===== src/hw/gptc_consts.svh =====
// Register offsets, field positions and reset values of the general-purpose timer
`ifndef GPTC_CONSTS_SVH
`define GPTC_CONSTS_SVH

`define GPTC_ADDR_RELOAD 32'hffff0380
`define GPTC_ADDR_COUNT 32'hffff0384
`define GPTC_ADDR_CTRL 32'hffff0388
`define GPTC_ADDR_ACK 32'hffff038c
`define GPTC_ADDR_CAPTURE 32'hffff0390
`define GPTC_ADDR_STATUS 32'hffff0394
`define GPTC_ADDR_MASK 32'hffff0398

`define GPTC_RELOAD_RESET 16'h0000
`define GPTC_COUNT_RESET 16'hffff
`define GPTC_CTRL_RESET 32'h00000000
`define GPTC_CAPTURE_RESET 16'h0000
`define GPTC_COUNT_MAX 16'hffff
`define GPTC_COUNT_MIN 16'h0000

`define GPTC_CTRL_WMASK 32'h0003f7cf
`define GPTC_CAPEN_BIT 17
`define GPTC_CAPSEL_HI 16
`define GPTC_CAPSEL_LO 12
`define GPTC_CLKSEL_HI 10
`define GPTC_CLKSEL_LO 9
`define GPTC_DIR_BIT 8
`define GPTC_EN_BIT 7
`define GPTC_MOD_BIT 6
`define GPTC_SCALE_HI 3
`define GPTC_SCALE_LO 0

`define GPTC_SRC_COUNT 18
`define GPTC_ST_TIMEOUT 0
`define GPTC_ST_CAPTURE 1

`endif


===== src/hw/gptc_pkg.sv =====
// Types of the general-purpose timer
package gptc_pkg;

  typedef enum logic [1:0] {
    GPTC_CLK_OSC32K,
    GPTC_CLK_CORE_DIV,
    GPTC_CLK_CORE,
    GPTC_CLK_RESERVED
  } gptc_clksel_t;

  typedef struct packed {
    logic [15:0] reloadVal;
    logic [15:0] liveCount;
    logic [31:0] control;
    logic [15:0] captured;
    logic [1:0] status;
    logic [1:0] mask;
    logic [14:0] preCnt;
    logic [6:0] cdCnt;
    logic oscSync1;
    logic oscSync2;
    logic oscPrev;
    logic srcPrev;
    logic ack;
    logic [31:0] readData;
  } gptc_state_t;

endpackage : gptc_pkg


===== src/hw/gptc_timer.sv =====
// General-purpose 16-bit timer with prescaler, reload and event capture
//
// The Avalon-MM slave port was left to the implementer.
`timescale 1ns/1ns
`include "gptc_consts.svh"

////////////////////////////////////////////////////////////////////////////////
// Summary of operation
// - 16-bit counter counts up or down, fed through a programmable prescaler.
// - Reload, live count and capture are 16-bit unsigned; count and capture read-only.
// - On selected source assertion, copy count to capture; counter keeps running.
// - Any write to acknowledge register clears pending timer interrupt; nothing stored.
// - Software-written 16-bit reload value is what the counter loads.
// - Count register reads present value; reads all ones after reset.
// - Control bit 17 enables capture; when clear no capture occurs.
// - Control bits 16:12 pick which source 0 to 17 triggers capture.
// - Bits 10:9 pick clock: oscillator, divided core, undivided core, reserved.
// - Control bit 8 set counts up, clear counts down; down after reset.
// - Control bit 7 enables the counter; disabled after reset.
// - Control bit 6 set selects periodic, clear free-running; free-running after reset.
// - Bits 3:0 set prescale: divide by 1, 16, 256 or 32768.
// - Control register resets to zero; bits 31:18, 11 and 5:4 reserved.
module gptc_timer
  import gptc_pkg::*;
(
  input wire logic sys_clk,
  input wire logic reset,
  input wire logic [31:0] avsAddress,
  input wire logic avsRead,
  input wire logic avsWrite,
  input wire logic [31:0] avsWriteData,
  input wire logic [3:0] avsByteEnable,
  output logic [31:0] avsReadData,
  output logic avsWaitRequest,
  input wire logic osc32kIn,
  input wire logic coreTickIn,
  input wire logic [2:0] coreDividerSetting,
  input wire logic [`GPTC_SRC_COUNT-1:0] irqSources,
  output logic timerIrq
);

  gptc_state_t stateReg;
  gptc_state_t stateNext;

  ////////////////////////////////////////////////////////////////////////////////
  // Byte-lane write mask from the byte enables
  function automatic logic [31:0] laneMask(input logic [3:0] be);
    laneMask = {{8{be[3]}}, {8{be[2]}}, {8{be[1]}}, {8{be[0]}}};
  endfunction : laneMask

  ////////////////////////////////////////////////////////////////////////////////
  // Next-state logic
  always_comb begin
    logic busReq;
    logic wrEn;
    logic [31:0] wMask;
    logic [31:0] rdMux;
    logic [6:0] cdMask;
    logic cdTick;
    logic oscTick;
    logic srcTick;
    logic [14:0] preMask;
    logic preTick;
    logic countUp;
    logic atTerminal;
    logic [4:0] capSel;
    logic srcLevel;
    logic capEvent;
    logic toEvent;
    gptc_clksel_t clkSel;
    // Decode hits, write strobes and merged write values
    logic rdStrobe;
    logic hitReload;
    logic hitCount;
    logic hitCtrl;
    logic hitAck;
    logic hitCapture;
    logic hitStatus;
    logic hitMask;
    logic wrReload;
    logic wrCtrl;
    logic wrAck;
    logic wrStatus;
    logic wrMask;
    logic atMax;
    logic atMin;
    logic [15:0] cntStep;
    logic [15:0] cntWrap;
    logic [15:0] reloadMerged;
    logic [31:0] ctrlMerged;
    logic [1:0] maskMerged;
    logic [1:0] stSet;
    logic [1:0] stClr;
    logic srcRise;
    logic capArm;
    logic preRun;
    logic preHit;

    stateNext = stateReg;
    busReq = avsRead | avsWrite;
    wrEn = avsWrite & stateReg.ack;
    wMask = laneMask(avsByteEnable);
    rdMux = 32'h00000000;
    toEvent = 1'b0;
    capEvent = 1'b0;
    // Every local starts from a safe value so no path leaves a latch
    cdMask = 7'h00;
    cdTick = 1'b0;
    oscTick = 1'b0;
    srcTick = 1'b0;
    preMask = 15'h0000;
    preTick = 1'b0;
    countUp = 1'b0;
    atTerminal = 1'b0;
    capSel = 5'h00;
    srcLevel = 1'b0;
    clkSel = GPTC_CLK_OSC32K;
    rdStrobe = 1'b0;
    hitReload = 1'b0;
    hitCount = 1'b0;
    hitCtrl = 1'b0;
    hitAck = 1'b0;
    hitCapture = 1'b0;
    hitStatus = 1'b0;
    hitMask = 1'b0;
    wrReload = 1'b0;
    wrCtrl = 1'b0;
    wrAck = 1'b0;
    wrStatus = 1'b0;
    wrMask = 1'b0;
    atMax = 1'b0;
    atMin = 1'b0;
    cntStep = 16'h0000;
    cntWrap = 16'h0000;
    reloadMerged = stateReg.reloadVal;
    ctrlMerged = stateReg.control;
    maskMerged = stateReg.mask;
    stSet = 2'h0;
    stClr = 2'h0;
    srcRise = 1'b0;
    capArm = 1'b0;
    preRun = 1'b0;
    preHit = 1'b0;

    ////////////////////////////////////////////////////////////////////////////
    // Address decode, one hit per register
    if (avsAddress == `GPTC_ADDR_RELOAD) begin
      hitReload = 1'b1;
    end else if (avsAddress == `GPTC_ADDR_COUNT) begin
      hitCount = 1'b1;
    end else if (avsAddress == `GPTC_ADDR_CTRL) begin
      hitCtrl = 1'b1;
    end else if (avsAddress == `GPTC_ADDR_ACK) begin
      hitAck = 1'b1;
    end else if (avsAddress == `GPTC_ADDR_CAPTURE) begin
      hitCapture = 1'b1;
    end else if (avsAddress == `GPTC_ADDR_STATUS) begin
      hitStatus = 1'b1;
    end else if (avsAddress == `GPTC_ADDR_MASK) begin
      hitMask = 1'b1;
    end

    // Write strobes fire in the cycle in which waitrequest is low
    wrReload = wrEn & hitReload;
    wrCtrl = wrEn & hitCtrl;
    wrAck = wrEn & hitAck;
    wrStatus = wrEn & hitStatus;
    wrMask = wrEn & hitMask;

    // One wait state: read data is latched while waitrequest is high
    stateNext.ack = busReq & ~stateReg.ack;
    rdStrobe = avsRead & ~stateReg.ack;
    if (hitReload) begin
      rdMux = {16'h0000, stateReg.reloadVal};
    end else if (hitCount) begin
      rdMux = {16'h0000, stateReg.liveCount};
    end else if (hitCtrl) begin
      rdMux = stateReg.control & `GPTC_CTRL_WMASK;
    end else if (hitAck) begin
      rdMux = 32'h00000000;
    end else if (hitCapture) begin
      rdMux = {16'h0000, stateReg.captured};
    end else if (hitStatus) begin
      rdMux = {30'h00000000, stateReg.status};
    end else if (hitMask) begin
      rdMux = {30'h00000000, stateReg.mask};
    end
    if (rdStrobe) begin
      stateNext.readData = rdMux;
    end

    ////////////////////////////////////////////////////////////////////////////
    // Oscillator pin: two-stage synchroniser, then edge detect on the second stage
    stateNext.oscSync1 = osc32kIn;
    stateNext.oscSync2 = stateReg.oscSync1;
    stateNext.oscPrev = stateReg.oscSync2;
    oscTick = stateReg.oscSync2 & ~stateReg.oscPrev;

    ////////////////////////////////////////////////////////////////////////////
    // Core clock divided by two to the power of the core divider setting
    // Power-of-two masks keep the divider a plain compare
    case (coreDividerSetting)
      3'h0: cdMask = 7'h00;
      3'h1: cdMask = 7'h01;
      3'h2: cdMask = 7'h03;
      3'h3: cdMask = 7'h07;
      3'h4: cdMask = 7'h0f;
      3'h5: cdMask = 7'h1f;
      3'h6: cdMask = 7'h3f;
      default: cdMask = 7'h7f;
    endcase
    cdTick = coreTickIn & ((stateReg.cdCnt & cdMask) == cdMask);
    if (coreTickIn) begin
      stateNext.cdCnt = cdTick ? 7'h00 : 7'(stateReg.cdCnt + 7'h01);
    end

    clkSel = gptc_clksel_t'(stateReg.control[`GPTC_CLKSEL_HI:`GPTC_CLKSEL_LO]);
    // Reserved clock select gives no ticks
    case (clkSel)
      GPTC_CLK_OSC32K: srcTick = oscTick;
      GPTC_CLK_CORE_DIV: srcTick = cdTick;
      GPTC_CLK_CORE: srcTick = coreTickIn;
      GPTC_CLK_RESERVED: srcTick = 1'b0;
      default: srcTick = 1'b0;
    endcase

    ////////////////////////////////////////////////////////////////////////////
    // Prescaler divides by two to the power of the scale code
    // Undefined scale codes still divide by a power of two
    case (stateReg.control[`GPTC_SCALE_HI:`GPTC_SCALE_LO])
      4'h0: preMask = 15'h0000;
      4'h1: preMask = 15'h0001;
      4'h2: preMask = 15'h0003;
      4'h3: preMask = 15'h0007;
      4'h4: preMask = 15'h000f;
      4'h5: preMask = 15'h001f;
      4'h6: preMask = 15'h003f;
      4'h7: preMask = 15'h007f;
      4'h8: preMask = 15'h00ff;
      4'h9: preMask = 15'h01ff;
      4'ha: preMask = 15'h03ff;
      4'hb: preMask = 15'h07ff;
      4'hc: preMask = 15'h0fff;
      4'hd: preMask = 15'h1fff;
      4'he: preMask = 15'h3fff;
      default: preMask = 15'h7fff;
    endcase
    preRun = stateReg.control[`GPTC_EN_BIT];
    preHit = (stateReg.preCnt & preMask) == preMask;
    preTick = preRun & srcTick & preHit;
    if (!preRun) begin
      stateNext.preCnt = 15'h0000;
    end else if (srcTick) begin
      stateNext.preCnt = preHit ? 15'h0000 : 15'(stateReg.preCnt + 15'h0001);
    end

    ////////////////////////////////////////////////////////////////////////////
    // Counter
    countUp = stateReg.control[`GPTC_DIR_BIT];
    atMax = stateReg.liveCount == `GPTC_COUNT_MAX;
    atMin = stateReg.liveCount == `GPTC_COUNT_MIN;
    atTerminal = countUp ? atMax : atMin;
    cntStep = countUp ? 16'(stateReg.liveCount + 16'h0001)
                      : 16'(stateReg.liveCount - 16'h0001);
    cntWrap = countUp ? `GPTC_COUNT_MIN : `GPTC_COUNT_MAX;
    if (preTick) begin
      if (atTerminal) begin
        toEvent = 1'b1;
        if (stateReg.control[`GPTC_MOD_BIT]) begin
          stateNext.liveCount = stateReg.reloadVal;
        end else begin
          stateNext.liveCount = cntWrap;
        end
      end else begin
        stateNext.liveCount = cntStep;
      end
    end

    ////////////////////////////////////////////////////////////////////////////
    // Capture on the rising edge of the selected source
    capSel = stateReg.control[`GPTC_CAPSEL_HI:`GPTC_CAPSEL_LO];
    // Selects past the last source never capture
    case (capSel)
      5'h00: srcLevel = irqSources[0];
      5'h01: srcLevel = irqSources[1];
      5'h02: srcLevel = irqSources[2];
      5'h03: srcLevel = irqSources[3];
      5'h04: srcLevel = irqSources[4];
      5'h05: srcLevel = irqSources[5];
      5'h06: srcLevel = irqSources[6];
      5'h07: srcLevel = irqSources[7];
      5'h08: srcLevel = irqSources[8];
      5'h09: srcLevel = irqSources[9];
      5'h0a: srcLevel = irqSources[10];
      5'h0b: srcLevel = irqSources[11];
      5'h0c: srcLevel = irqSources[12];
      5'h0d: srcLevel = irqSources[13];
      5'h0e: srcLevel = irqSources[14];
      5'h0f: srcLevel = irqSources[15];
      5'h10: srcLevel = irqSources[16];
      5'h11: srcLevel = irqSources[17];
      default: srcLevel = 1'b0;
    endcase

    stateNext.srcPrev = srcLevel;
    srcRise = srcLevel & ~stateReg.srcPrev;
    capArm = stateReg.control[`GPTC_CAPEN_BIT];
    if (capArm && srcRise) begin
      stateNext.captured = stateReg.liveCount;
      capEvent = 1'b1;
    end

    ////////////////////////////////////////////////////////////////////////////
    // Register writes, taken when waitrequest is low
    // Byte lanes merge into the old value before any register takes it
    reloadMerged = (stateReg.reloadVal & ~wMask[15:0]) | (avsWriteData[15:0] & wMask[15:0]);
    ctrlMerged = ((stateReg.control & ~wMask) | (avsWriteData & wMask)) & `GPTC_CTRL_WMASK;
    maskMerged = (stateReg.mask & ~wMask[1:0]) | (avsWriteData[1:0] & wMask[1:0]);
    if (wrReload) begin
      stateNext.reloadVal = reloadMerged;
      stateNext.liveCount = reloadMerged;
      stateNext.preCnt = 15'h0000;
    end
    if (wrCtrl) begin
      stateNext.control = ctrlMerged;
    end
    if (wrAck) begin
      stClr[`GPTC_ST_TIMEOUT] = 1'b1;
    end
    if (wrStatus) begin
      stClr = stClr | (avsWriteData[1:0] & wMask[1:0]);
    end
    if (wrMask) begin
      stateNext.mask = maskMerged;
    end

    // Events override clears so a coincident event is kept
    stSet[`GPTC_ST_TIMEOUT] = toEvent;
    stSet[`GPTC_ST_CAPTURE] = capEvent;
    stateNext.status = (stateReg.status & ~stClr) | stSet;
  end

  ////////////////////////////////////////////////////////////////////////////////
  // State register
  always_ff @(posedge sys_clk or posedge reset) begin
    if (reset) begin
      // Every field returns to a constant; the count reads all ones
      stateReg.status <= 2'h0;
      stateReg.mask <= 2'h0;
      stateReg.preCnt <= 15'h0000;
      stateReg.cdCnt <= 7'h00;
      stateReg.oscSync1 <= 1'b0;
      stateReg.oscSync2 <= 1'b0;
      stateReg.oscPrev <= 1'b0;
      stateReg.srcPrev <= 1'b0;
      stateReg.ack <= 1'b0;
      stateReg.readData <= 32'h00000000;
      stateReg.reloadVal <= `GPTC_RELOAD_RESET;
      stateReg.liveCount <= `GPTC_COUNT_RESET;
      stateReg.control <= `GPTC_CTRL_RESET;
      stateReg.captured <= `GPTC_CAPTURE_RESET;
    end else begin
      stateReg <= stateNext;
    end
  end

  ////////////////////////////////////////////////////////////////////////////////
  // Outputs
  // Waitrequest is combinational so the first request cycle always stalls
  assign avsWaitRequest = (avsRead | avsWrite) & ~stateReg.ack;
  assign avsReadData = stateReg.readData;
  assign timerIrq = |(stateReg.status & stateReg.mask);

endmodule : gptc_timer


===== config.mk =====
export PLATFORM = sky130hd
export DESIGN_NAME = gptc_timer
export DESIGN_NICKNAME = d
export VERILOG_FILES = /design/src/hw/gptc_pkg.sv /design/src/hw/gptc_timer.sv
export VERILOG_INCLUDE_DIRS = /design/src /design/src/hw
export SDC_FILE = /design/constraint.sdc
export NUM_CORES = 1
export LEC_CHECK = 0
export BUFFER_PORTS_ARGS = -buffer_cell sky130_fd_sc_hd__buf_4
export CAP_MARGIN = 0
export CELL_PAD_IN_SITES_DETAIL_PLACEMENT = 2
export CELL_PAD_IN_SITES_GLOBAL_PLACEMENT = 2
export CORE_MARGIN = 3
export CORE_UTILIZATION = 32
export DETAILED_ROUTE_END_ITERATION = 6
export GPL_TIMING_DRIVEN = 0
export HOLD_SLACK_MARGIN = 0.06
export PLACE_DENSITY = 0.79
export SLEW_MARGIN = 20
export SYNTH_ARGS = -nofsm -noshare
export SYNTH_HDL_FRONTEND = slang
export SYNTH_SLANG_ARGS = --single-unit
export TNS_END_PERCENT = 100

===== constraint.sdc =====
create_clock -name sys_clk -period 2.97 [get_ports sys_clk]
set_input_delay 0.297 -clock sys_clk [delete_from_list [all_inputs] [get_ports sys_clk]]
set_output_delay 0.297 -clock sys_clk [all_outputs]
set_load 0.02 [all_outputs]

Word-level counts from Yosys, hierarchy flattened
Memories as Yosys holds them, arrays and structs flattened. Index checks and enable logic that the tools add are counted.

Output and inout port bits: 34. Memories kept: 1. Flip-flop bits (word level): 126. Input port bits: 95. Memory bits (read-only): 240. Logic and storage cells: 154.

Memories: (name not given) (depth 16, width 15, read ports 1, clocked after Yosys merged registers in 0, write ports 0, RTL line gptc_timer.sv:230) `` case (stateReg.control[`GPTC_SCALE_HI:`GPTC_SCALE_LO]) ``.

Reductions and logical operators: 7. Eq/ne operators: 37. Add/sub/neg operators: 4. Bitwise logic cells: 36. Mux-type cells: 55.

Operator list (count): == test 32 bit (second input constant) (7); two-way mux 16 bit (8); two-way mux 15 bit (4); two-way mux 18 bit (3); case mux 7 bit (7 select lines) (1); == test 5 x 4 -> 1 bit (second input constant) (8); bitwise AND 18 bit (2); two-way mux 1 bit (33); bitwise AND 16 bit (2); == test 5 x 3 -> 1 bit (second input constant) (4); inverter 18 bit (1); bitwise OR 18 bit (1); case mux 1 bit (18 select lines) (1); adder 16 x 1 -> 16 bit (second input constant) (1); == test 16 bit (second input constant) (1); zero test 16 bit (1); inverter 16 bit (1); bitwise OR 16 bit (1); subtractor 16 x 1 -> 16 bit (second input constant) (1); adder 15 x 1 -> 15 bit (second input constant) (1); bitwise AND 15 bit (1); == test 15 bit (1); bitwise AND 1 bit (13); == test 5 x 2 -> 1 bit (second input constant) (2); 26 further kinds (40).

Logic depth before layout (Yosys ltp)
Gate-level depths: netlist of run 1.

Word-level depth: 15. Gate-level depth with buffers: 10.

Worst setup path after synthesis of run 1
OpenSTA, ideal clock, no wires.

Path type: reg-to-reg. Start point: register (tool-made name). End point: register stateReg[125] (netlist bit). Required time: 2.892 ns. Period minus slack after synthesis: 2.649 ns. Arrival time: 2.571 ns. Stages on the path, launching flop included: 11. Slack: 0.321 ns. Cells stage by stage: dfrtp_1 -> buf_2 -> inv_1 -> ha_1 -> a211oi_1 -> o21ai_0 -> a41o_1 -> a31oi_1 -> xor2_1 -> mux2i_1 -> a31o_1.

RTL lines: end signal, assigned (RTL line gptc_timer.sv:363) `stateReg <= stateNext;`; end, declared (RTL line gptc_timer.sv:42) `gptc_state_t stateReg;`.

==> results.tsv, run 1 <==
stage	metric	value	unit
critical_path	slowest stage delay, CP	0.39	ns
floorplan	DIE AREA	23900	um^2
yosys	top cell type's share of synthesized area	0.339	
grt	largest net degree at the start of global routing	32	
critical_path	CP arrival	3.13	ns
yosys	Seq cells post-synth	112	
cts	Clk Latency, worst-skew pair	0.36	ns
sta	Clock Skews	0.0114	ns
grt	initial antenna violation count	0	
floorplan	I/O pins	129	
final_layout	fraction of layout cells with a size suffix above 1	0.331	
yosys	number of synthesized flops with an enable pin	0	
placed_design	Final GP Congestion	0.783	
sta	post-route minimum period	2.84	ns
power	VDD IR max	0.000239	V
critical_path	Setup CP Type	register to register	
routing	WL final	24000	um
routing	first-pass iteration count of the detailed router	7	
final_layout	Area Overhead vs Synth	23.0	%
placed_design	Port Buf Inserts	97	
cts	maximum clock insertion buffer count	2	
final_layout	antenna cells	0	
routing	routed vias/inst	5.59	
critical_path	Worst path slowest cell	o41ai_2	
worst_hold_path	hold crit path type	input pin to register	
yosys	cell area after synthesis	7080	um^2
sta	FMAX	352	MHz
grt	global route overflow	0	
critical_path	CP endpoint kind	register	
placed_design	HPWL after DPL	18200	um
sta	setup violators final	0	
sta	Rel. slew slack	0.534	
final_layout	layout net count	939	
yosys	syn avg cell area	10.2	um^2
routing	DR WL/cell	21.6	um
cts	Root Driver	clkbuf_16	
critical_path	CP Cell Sequence	buf_6, clkinvlp_4, buf_4, buf_4, ha_2, a21o_1, a21oi_1, o221ai_2, o41ai_2, xor2_1, a211o_1, a21oi_1	
grt	Total GRT Usage	0.202	
yosys	Ys Warns	0	
final_layout	final core occ	0.408	
floorplan	Site Rows	53	
outcome	outcome	finished, final reports clean	
routing	antenna viol nets, final	0	
yosys	Synth top cells by count	dfrtp_1 (96), nand2_1 (55), o21ai_0 (54)	
final_layout	cell area after layout	8710	um^2
cts	Clk pin slew, worst setup/hold paths	0.08	ns
cts	H-tree levels	3	
critical_path	Worst Reg-to-Reg Cells	12	
yosys	Mapped Cells	696	
routing	via count	6190	
yosys	sequential share of the synthesized area	0.399	
cts	CTS buffer count	9	
worst_hold_path	Worst Hold Path Cells	2	
placed_design	Placed Instance Area	8290	um^2
sta	Sum Neg Setup Slack	0	ns
power	PD cells	366	nW/um^2
routing	# DRC	0	
power	Final Power	3.19	mW
critical_path	CP required	3.27	ns
sta	final hold violation count	0	
floorplan	Die Ht	155	um
floorplan	die width	155	um
yosys	asr flop ratio synth	1.00	
sta	final period utilization	0.956	
cts	CTS tree	built	
sta	Slew Limit Fails	0	
grt	number of global-route vias before repair	6791	
yosys	Synth area leaders	dfrtp_1 (34%), mux2_2 (8.1%), dfstp_2 (5.9%)	
cts	clock sink total	112	
yosys	Synth Flop Type	dfrtp_1	
floorplan	starting density of the core	0.331	
yosys	count leader, synth	dfrtp_1	
yosys	Synth area leader	dfrtp_1	
final_layout	Fillers	2325	
sta	Slew @ Worst Pin	0.698	ns
critical_path	nature of the critical path startpoint	register	
routing	Iteration-0 DRC Markers	288	
sta	RSZ-0062 raised after global routing	true	
power	leakage	4.01	nW
floorplan	Core Region	21400	um^2
yosys	Synth cell types	79	
grt	first-pass GRT wire length	38200	um
flow_run	Max Cap Viol	0	
critical_path	CP max FO	10	
[what timing repair did]
action,CTS,global route
hold buffers,2,0
resized for setup,9,10
buffers inserted,3,1
endpoints found under the hold margin,22,0
setup endpoints to repair,6,7
pin swaps,0,2
[metal layers]
layer,part of all wire,track usage,vias up,wire length (um)
li1,-,-,2808,-
met1,0.44,0.261,3216,10500
met2,0.51,0.358,145,12200
met3,0.042,0.0344,21,1010
met4,0.012,0.0399,0,276
met5,0,0,-,0
[worst max-delay path: cells and delay by family, from the launching register on]
family | cells | cell delay, ns
flip-flops | 1 | 0.35
XOR/XNOR | 1 | 0.14
buffers and inverters | 4 | 0.61
AO/OA/AOI/OAI | 6 | 1.35
adder cells (fa/ha/maj) | 1 | 0.32
[cells in the final DEF, fill, tap and decap left out, types with 9 or more instances in the layout]
cell type / n
a21o_1: 16
a21oi_1: 27
a222oi_1: 14
buf_4: 140
clkbuf_1: 14
clkbuf_16: 9
conb_1: 14
dfrtp_1: 96
dfstp_2: 16
ha_1: 12
inv_1: 13
mux2_2: 51
mux2i_1: 37
nand2_1: 55
nand2b_1: 10
nand3_1: 16
nand4_1: 11
nor2_1: 34
nor2b_1: 13
o21ai_0: 52
xor2_1: 12
[final timing paths]
path / end / slack (ns) / from
worst min register to register: stateNext[34] / 0.37 / stateNext[35]
max in group asynchronous: stateReg[124] / 1.48 / reset
worst min-delay path: register / 0.17 / avsWriteData[16]
min in group asynchronous: avsReadData[12] / 0.54 / reset
worst max register to register: stateReg[124] / 0.13 / register
worst max-delay path: stateReg[124] / 0.13 / register
[power by group]
part	internal [mW]	leakage, nW	switching [mW]	total [mW]
logic	0.159	2.39	0.180	0.338
registers	1.56	1.48	0.0442	1.60
clock network	0.657	0.136	0.589	1.25
[per-stage QoR]
| stage | hold WS [ns] | cells | setup WS [ns] |
|---|---|---|---|
| 6_report | 0.171 | 1107 | 0.131 |
| 5_1_grt | 0.161 | 1107 | -0.0731 |
| 4_1_cts | 0.158 | 1106 | 0.0120 |
| 3_5_place_dp | 0.337 | 1085 | -0.413 |
| 3_3_place_gp | 0.335 | 1081 | -0.203 |
| 2_1_floorplan | 0.328 | 709 | 0.321 |
[layout make-up]
type / instances / area, um^2 / share of cell area
multi-input cells: 517 / 3870 / 0.445
clock inverters: 5 / 58.8 / 0.00675
plain buffers: 65 / 445 / 0.0511
clock buffers: 11 / 233 / 0.0267
well taps: 275 / 344 / 0.0395
repair buffers: 107 / 866 / 0.0994
inverters: 15 / 63.8 / 0.00733
flip-flops and latches: 112 / 2820 / 0.324
[cells by family (layout without fill, tap and decap cells)]
group,Yosys count,in the layout,share of synthesized area
simple gates,190,190,0.149
compound gates,187,187,0.185
flops,112,112,0.399
mux,91,91,0.143
buf+inv,80,203,0.0700
fa+ha+maj,18,18,0.0325
xor+xnor,17,17,0.0210
other cells,1,14,0.000530
(Power assumes the default switching activity.)
==> inputs of run 2 (changes only) <==
Settings changed: PLACE_DENSITY 0.79 to 0.74, SKIP_CTS_REPAIR_TIMING from default to 1.
==> run 2 against run 1 <==
Critical path depth unchanged; sequential power about the same; combinational power about the same; first-iteration DRC count down 8.7%.
==> results.tsv, run 2 (synthesis gave the netlist of run 1 again) <==
stage	metric	value	unit	change
sta	Sum Neg Setup Slack	0	ns	unchanged
cts	Root Driver	clkbuf_16		
routing	routed vias/inst	5.52		-1.2%
routing	DR WL/cell	21.5	um	-0.87%
sta	hold slack	0.182	ns	+0.0108 ns
routing	WL final	23900	um	-0.42%
routing	# DRC	0		unchanged
sta	Clock Skews	0.00958	ns	-0.00187 ns
worst_hold_path	hold crit path type	input pin to register		
final_layout	fin cells	1112		+0.45%
sta	Slew Limit Fails	0		unchanged
sta	Slew @ Worst Pin	0.684	ns	-0.0140 ns
cts	CTS buffer count	9		unchanged
critical_path	critical path's top delay family	compound AO/OA/AOI/OAI gates		
sta	setup violators final	0		unchanged
critical_path	slowest stage delay, CP	0.37	ns	-0.02 ns
outcome	outcome	finished, final reports clean		
power	VDD IR max	0.000241	V	+0.80%
sta	post-route minimum period	2.92	ns	+0.0814 ns
final_layout	antenna cells	0		unchanged
critical_path	CP max FO	13		+3
final_layout	FF+latch area	2820	um^2	unchanged
grt	first-pass GRT wire length	38000	um	-0.65%
critical_path	Setup CP Type	register to register		
final_layout	final core occ	0.408		about the same
routing	Iteration-0 DRC Markers	263		-8.7%
critical_path	Worst Path Buf+Inv	4		unchanged
placed_design	Port Buf Inserts	97		unchanged
final_layout	Area Overhead vs Synth	23.0	%	about the same
floorplan	I/O pins	129		unchanged
cts	maximum clock insertion buffer count	2		unchanged
routing	via count	6141		-0.79%
sta	FMAX	342	MHz	-2.8%
grt	global route overflow	0		unchanged
floorplan	die width	155	um	unchanged
critical_path	CP arrival	3.20	ns	+0.07 ns
sta	final hold violation count	0		unchanged
power	Final Power	3.13	mW	-1.9%
grt	largest net degree at the start of global routing	34		+6.3%
cts	clock sink total	112		unchanged
critical_path	CP Cell Sequence	buf_6, clkinvlp_4, buf_4, buf_4, ha_1, a211o_1, o2111ai_1, o221ai_2, o41ai_2, xor2_1, a211o_1, a21oi_1		
critical_path	Worst path slowest cell	o41ai_2		
cts	CTS tree	built		
power	PD cells	359	nW/um^2	-1.8%
placed_design	HPWL after DPL	18400	um	+1.2%
final_layout	commonest non-fill, non-tap cell in the layout	buf_4		
floorplan	Core Region	21400	um^2	unchanged
final_layout	area of the multi-input gates	3870	um^2	about the same
sta	Rel. slew slack	0.544		+0.00936
power	leakage	4.03	nW	+0.44%
final_layout	most frequent cells in the layout	buf_4 (146), dfrtp_1 (96), nand2_1 (55)		
grt	initial antenna violation count	0		unchanged
routing	antenna viol nets, final	0		unchanged
floorplan	Die Ht	155	um	unchanged
final_layout	layout net count	944		+0.53%
critical_path	register-to-register setup slack	0.05	ns	-0.08 ns
placed_design	Inst Count DP	1084		-0.092%
final_layout	Fillers	2324		-0.043%
floorplan	Site Rows	53		unchanged
grt	number of global-route vias before repair	6782		-0.13%
floorplan	starting density of the core	0.331		unchanged
final_layout	fraction of layout cells with a size suffix above 1	0.331		+0.000415
cts	Clk pin slew, worst setup/hold paths	0.07	ns	about the same
critical_path	CP required	3.25	ns	-0.02 ns
flow_run	Max Cap Viol	0		unchanged
sta	final period utilization	0.983		+0.0274
placed_design	Final GP Congestion	0.820		+4.7%
cts	H-tree levels	3		unchanged
routing	first-pass iteration count of the detailed router	7		unchanged
floorplan	DIE AREA	23900	um^2	unchanged
grt	Total GRT Usage	0.198		-0.00399
critical_path	nature of the critical path startpoint	register		
cts	Clk Latency, worst-skew pair	0.36	ns	about the same
critical_path	CP endpoint kind	register		
==> run 2: routing by layer <==
layer / share of wire / track usage
met5: 0 / 0
met2: 0.53 / 0.363
met4: 0.0076 / 0.0324
met1: 0.43 / 0.249
met3: 0.039 / 0.0330
==> run 2: final timing paths <==
kind                            cells past startpoint        startpoint             to
worst max-delay path                               12          register  stateReg[124]
worst min-delay path                                2  avsWriteData[11]  stateReg[138]
worst max register to register                     12          register  stateReg[124]
worst min register to register                      0     stateNext[35]  stateNext[34]
max in group asynchronous                           5             reset  stateReg[115]
min in group asynchronous                           3             reset   stateReg[34]
==> run 2: layout make-up <==
cell class,instances,area share
multi-input cells,517,0.445
flip-flops and latches,112,0.324
repair buffers,112,0.101
plain buffers,65,0.0512
well taps,275,0.0395
clock buffers,10,0.0263
inverters,15,0.00733
clock inverters,6,0.00503
==> run 2: report_power, final <==
part	switching (mW)	internal [mW]	total, mW
clock network	0.606	0.576	1.18
registers	0.0485	1.56	1.61
logic	0.182	0.156	0.338
==> run 2: stage by stage <==
step,setup slack (ns),instance area [um^2]
finish,0.0499,8700
global route,-0.146,8700
CTS,-0.395,8540
detailed placement,-0.367,8260
global placement,-0.184,8200
floorplan,0.321,7130
==> inputs of run 3 (changes only) <==
Settings changed: GPL_TIMING_DRIVEN 0 to 1, PLACE_DENSITY 0.74 to default, PLACE_DENSITY_LB_ADDON from default to 0.15.
==> run 3 against run 2 <==
Count of clock-buffer cells in the layout is the same; sequential power hardly changed; global-route usage is 0.44 points lower; largest cell class unchanged.
==> results.tsv, run 3 (synthesis gave the netlist of run 1 again) <==
stage	metric	value	unit	change
cts	Clk pin slew, worst setup/hold paths	0.08	ns	about the same
cts	Clk Latency, worst-skew pair	0.36	ns	about the same
floorplan	I/O pins	129		unchanged
routing	WL final	23100	um	-3.2%
sta	Clock Skews	0.00555	ns	-0.00403 ns
grt	global route overflow	0		unchanged
critical_path	CP required	3.27	ns	+0.02 ns
critical_path	CP max FO	7		-6
power	leakage	3.85	nW	-4.3%
sta	Slew Limit Fails	0		unchanged
floorplan	DIE AREA	23900	um^2	unchanged
final_layout	FF+latch area	2820	um^2	about the same
placed_design	Placed Instance Area	8000	um^2	-3.2%
cts	Root Driver	clkbuf_16		
sta	post-route minimum period	2.77	ns	-0.148 ns
grt	first-pass GRT wire length	36800	um	-3.1%
power	Final Power	3.37	mW	+7.8%
cts	clock sink total	112		unchanged
cts	maximum clock insertion buffer count	2		unchanged
floorplan	die width	155	um	unchanged
sta	FMAX	361	MHz	+5.3%
final_layout	cell area after layout	8440	um^2	-3.0%
grt	Total GRT Usage	0.194		-0.00444
critical_path	CP arrival	3.07	ns	-0.13 ns
sta	Slew @ Worst Pin	1.04	ns	+0.355 ns
critical_path	nature of the critical path startpoint	register		
floorplan	Core Region	21400	um^2	unchanged
critical_path	Setup CP Type	register to register		
worst_hold_path	hold crit path type	input pin to asynchronous set/reset pin		
routing	antenna viol nets, final	0		unchanged
final_layout	most frequent cells in the layout	buf_4 (126), dfrtp_1 (95), nand2_1 (55)		
cts	CTS tree	built		
final_layout	layout net count	898		-4.9%
grt	number of global-route vias before repair	6556		-3.3%
final_layout	commonest non-fill, non-tap cell in the layout	buf_4		
final_layout	antenna cells	0		unchanged
final_layout	final core occ	0.395		-0.0123
power	VDD IR max	0.000281	V	+17%
grt	initial antenna violation count	0		unchanged
floorplan	starting density of the core	0.331		unchanged
final_layout	area of the multi-input gates	3840	um^2	-0.84%
final_layout	Area Overhead vs Synth	19.3	%	
placed_design	Inst Count DP	1042		-3.9%
sta	Sum Neg Setup Slack	0	ns	unchanged
grt	largest net degree at the start of global routing	113		+230%
final_layout	Fillers	2306		-0.77%
cts	H-tree levels	3		unchanged
routing	Iteration-0 DRC Markers	275		+4.6%
final_layout	fraction of layout cells with a size suffix above 1	0.308		-0.0225
critical_path	CP endpoint kind	register		
final_layout	fin cells	1066		-4.1%
routing	first-pass iteration count of the detailed router	5		-2
placed_design	Port Buf Inserts	99		+2.1%
placed_design	HPWL after DPL	17000	um	-7.7%
floorplan	Die Ht	155	um	unchanged
flow_run	Max Cap Viol	0		unchanged
sta	setup violators final	0		unchanged
sta	final period utilization	0.933		-0.0498
routing	DR WL/cell	21.7	um	+0.97%
placed_design	Final GP Congestion	0.823		+0.39%
sta	hold slack	0.0929	ns	-0.0888 ns
cts	CTS buffer count	9		unchanged
sta	RSZ-0062 raised after global routing	false		
routing	via count	5929		-3.5%
floorplan	Site Rows	53		unchanged
critical_path	Worst Reg-to-Reg Cells	10		-2
sta	Rel. slew slack	0.304		-0.239
power	PD cells	399	nW/um^2	+11%
outcome	outcome	finished, final reports clean		
sta	final worst slack	0.198	ns	+0.148 ns
sta	final hold violation count	0		unchanged
placed_design	Place WS	-0.0539	ns	+0.313 ns
routing	# DRC	0		unchanged
routing	routed vias/inst	5.56		+0.71%
==> run 3: changes by cell type in the layout (fill, tap and decap cells not counted), sizes merged <==
cell and change:
bufinv +3, buf -34, dlygate4sd3 -1, clkinv -2
clkinvlp +1, clkbuf -12, inv -1
==> run 3: layout make-up <==
type	instances	area share
clock buffer	10	0.0271
clock inverter	6	0.0139
inverter	15	0.00756
multi-input combinational	517	0.455
sequential	112	0.335
tap	275	0.0408
timing repair buffer	130	0.120
timing repair inverter	1	0.000889
==> run 3: report_power, final <==
group | switching [mW] | internal, mW
Sequential | 0.0458 | 1.56
Clock | 0.616 | 0.834
Combinational | 0.179 | 0.138
==> run 3: worst max-delay path, stage by stage (launching register included) <==
cell and delay (ns):
dfrtp_2 0.43, clkinvlp_4 0.21, buf_4 0.20, ha_1 0.24
or3_1 0.42, a31oi_2 0.27, nor2b_1 0.08, o22ai_1 0.26
mux2i_1 0.23, o2111ai_1 0.13, and3_1 0.24
==> run 3: routing by layer <==
metal	wire length (um)	vias up	global-route usage
li1	-	2727	-
met1	10100	3061	0.245
met2	11900	125	0.348
met3	883	16	0.0381
met4	219	0	0.0328
met5	0	-	0
==> run 3: final timing paths <==
check | endpoint | slack (ns) | start
worst max-delay path | stateReg[126] | 0.20 | register
worst min-delay path | stateReg[43] | 0.09 | reset
worst max register to register | stateReg[126] | 0.20 | register
worst min register to register | stateNext[34] | 0.37 | stateNext[35]
max in group asynchronous | asynchronous set/reset pin | 2.34 | reset
min in group sys_clk | register | 0.17 | avsWriteData[16]
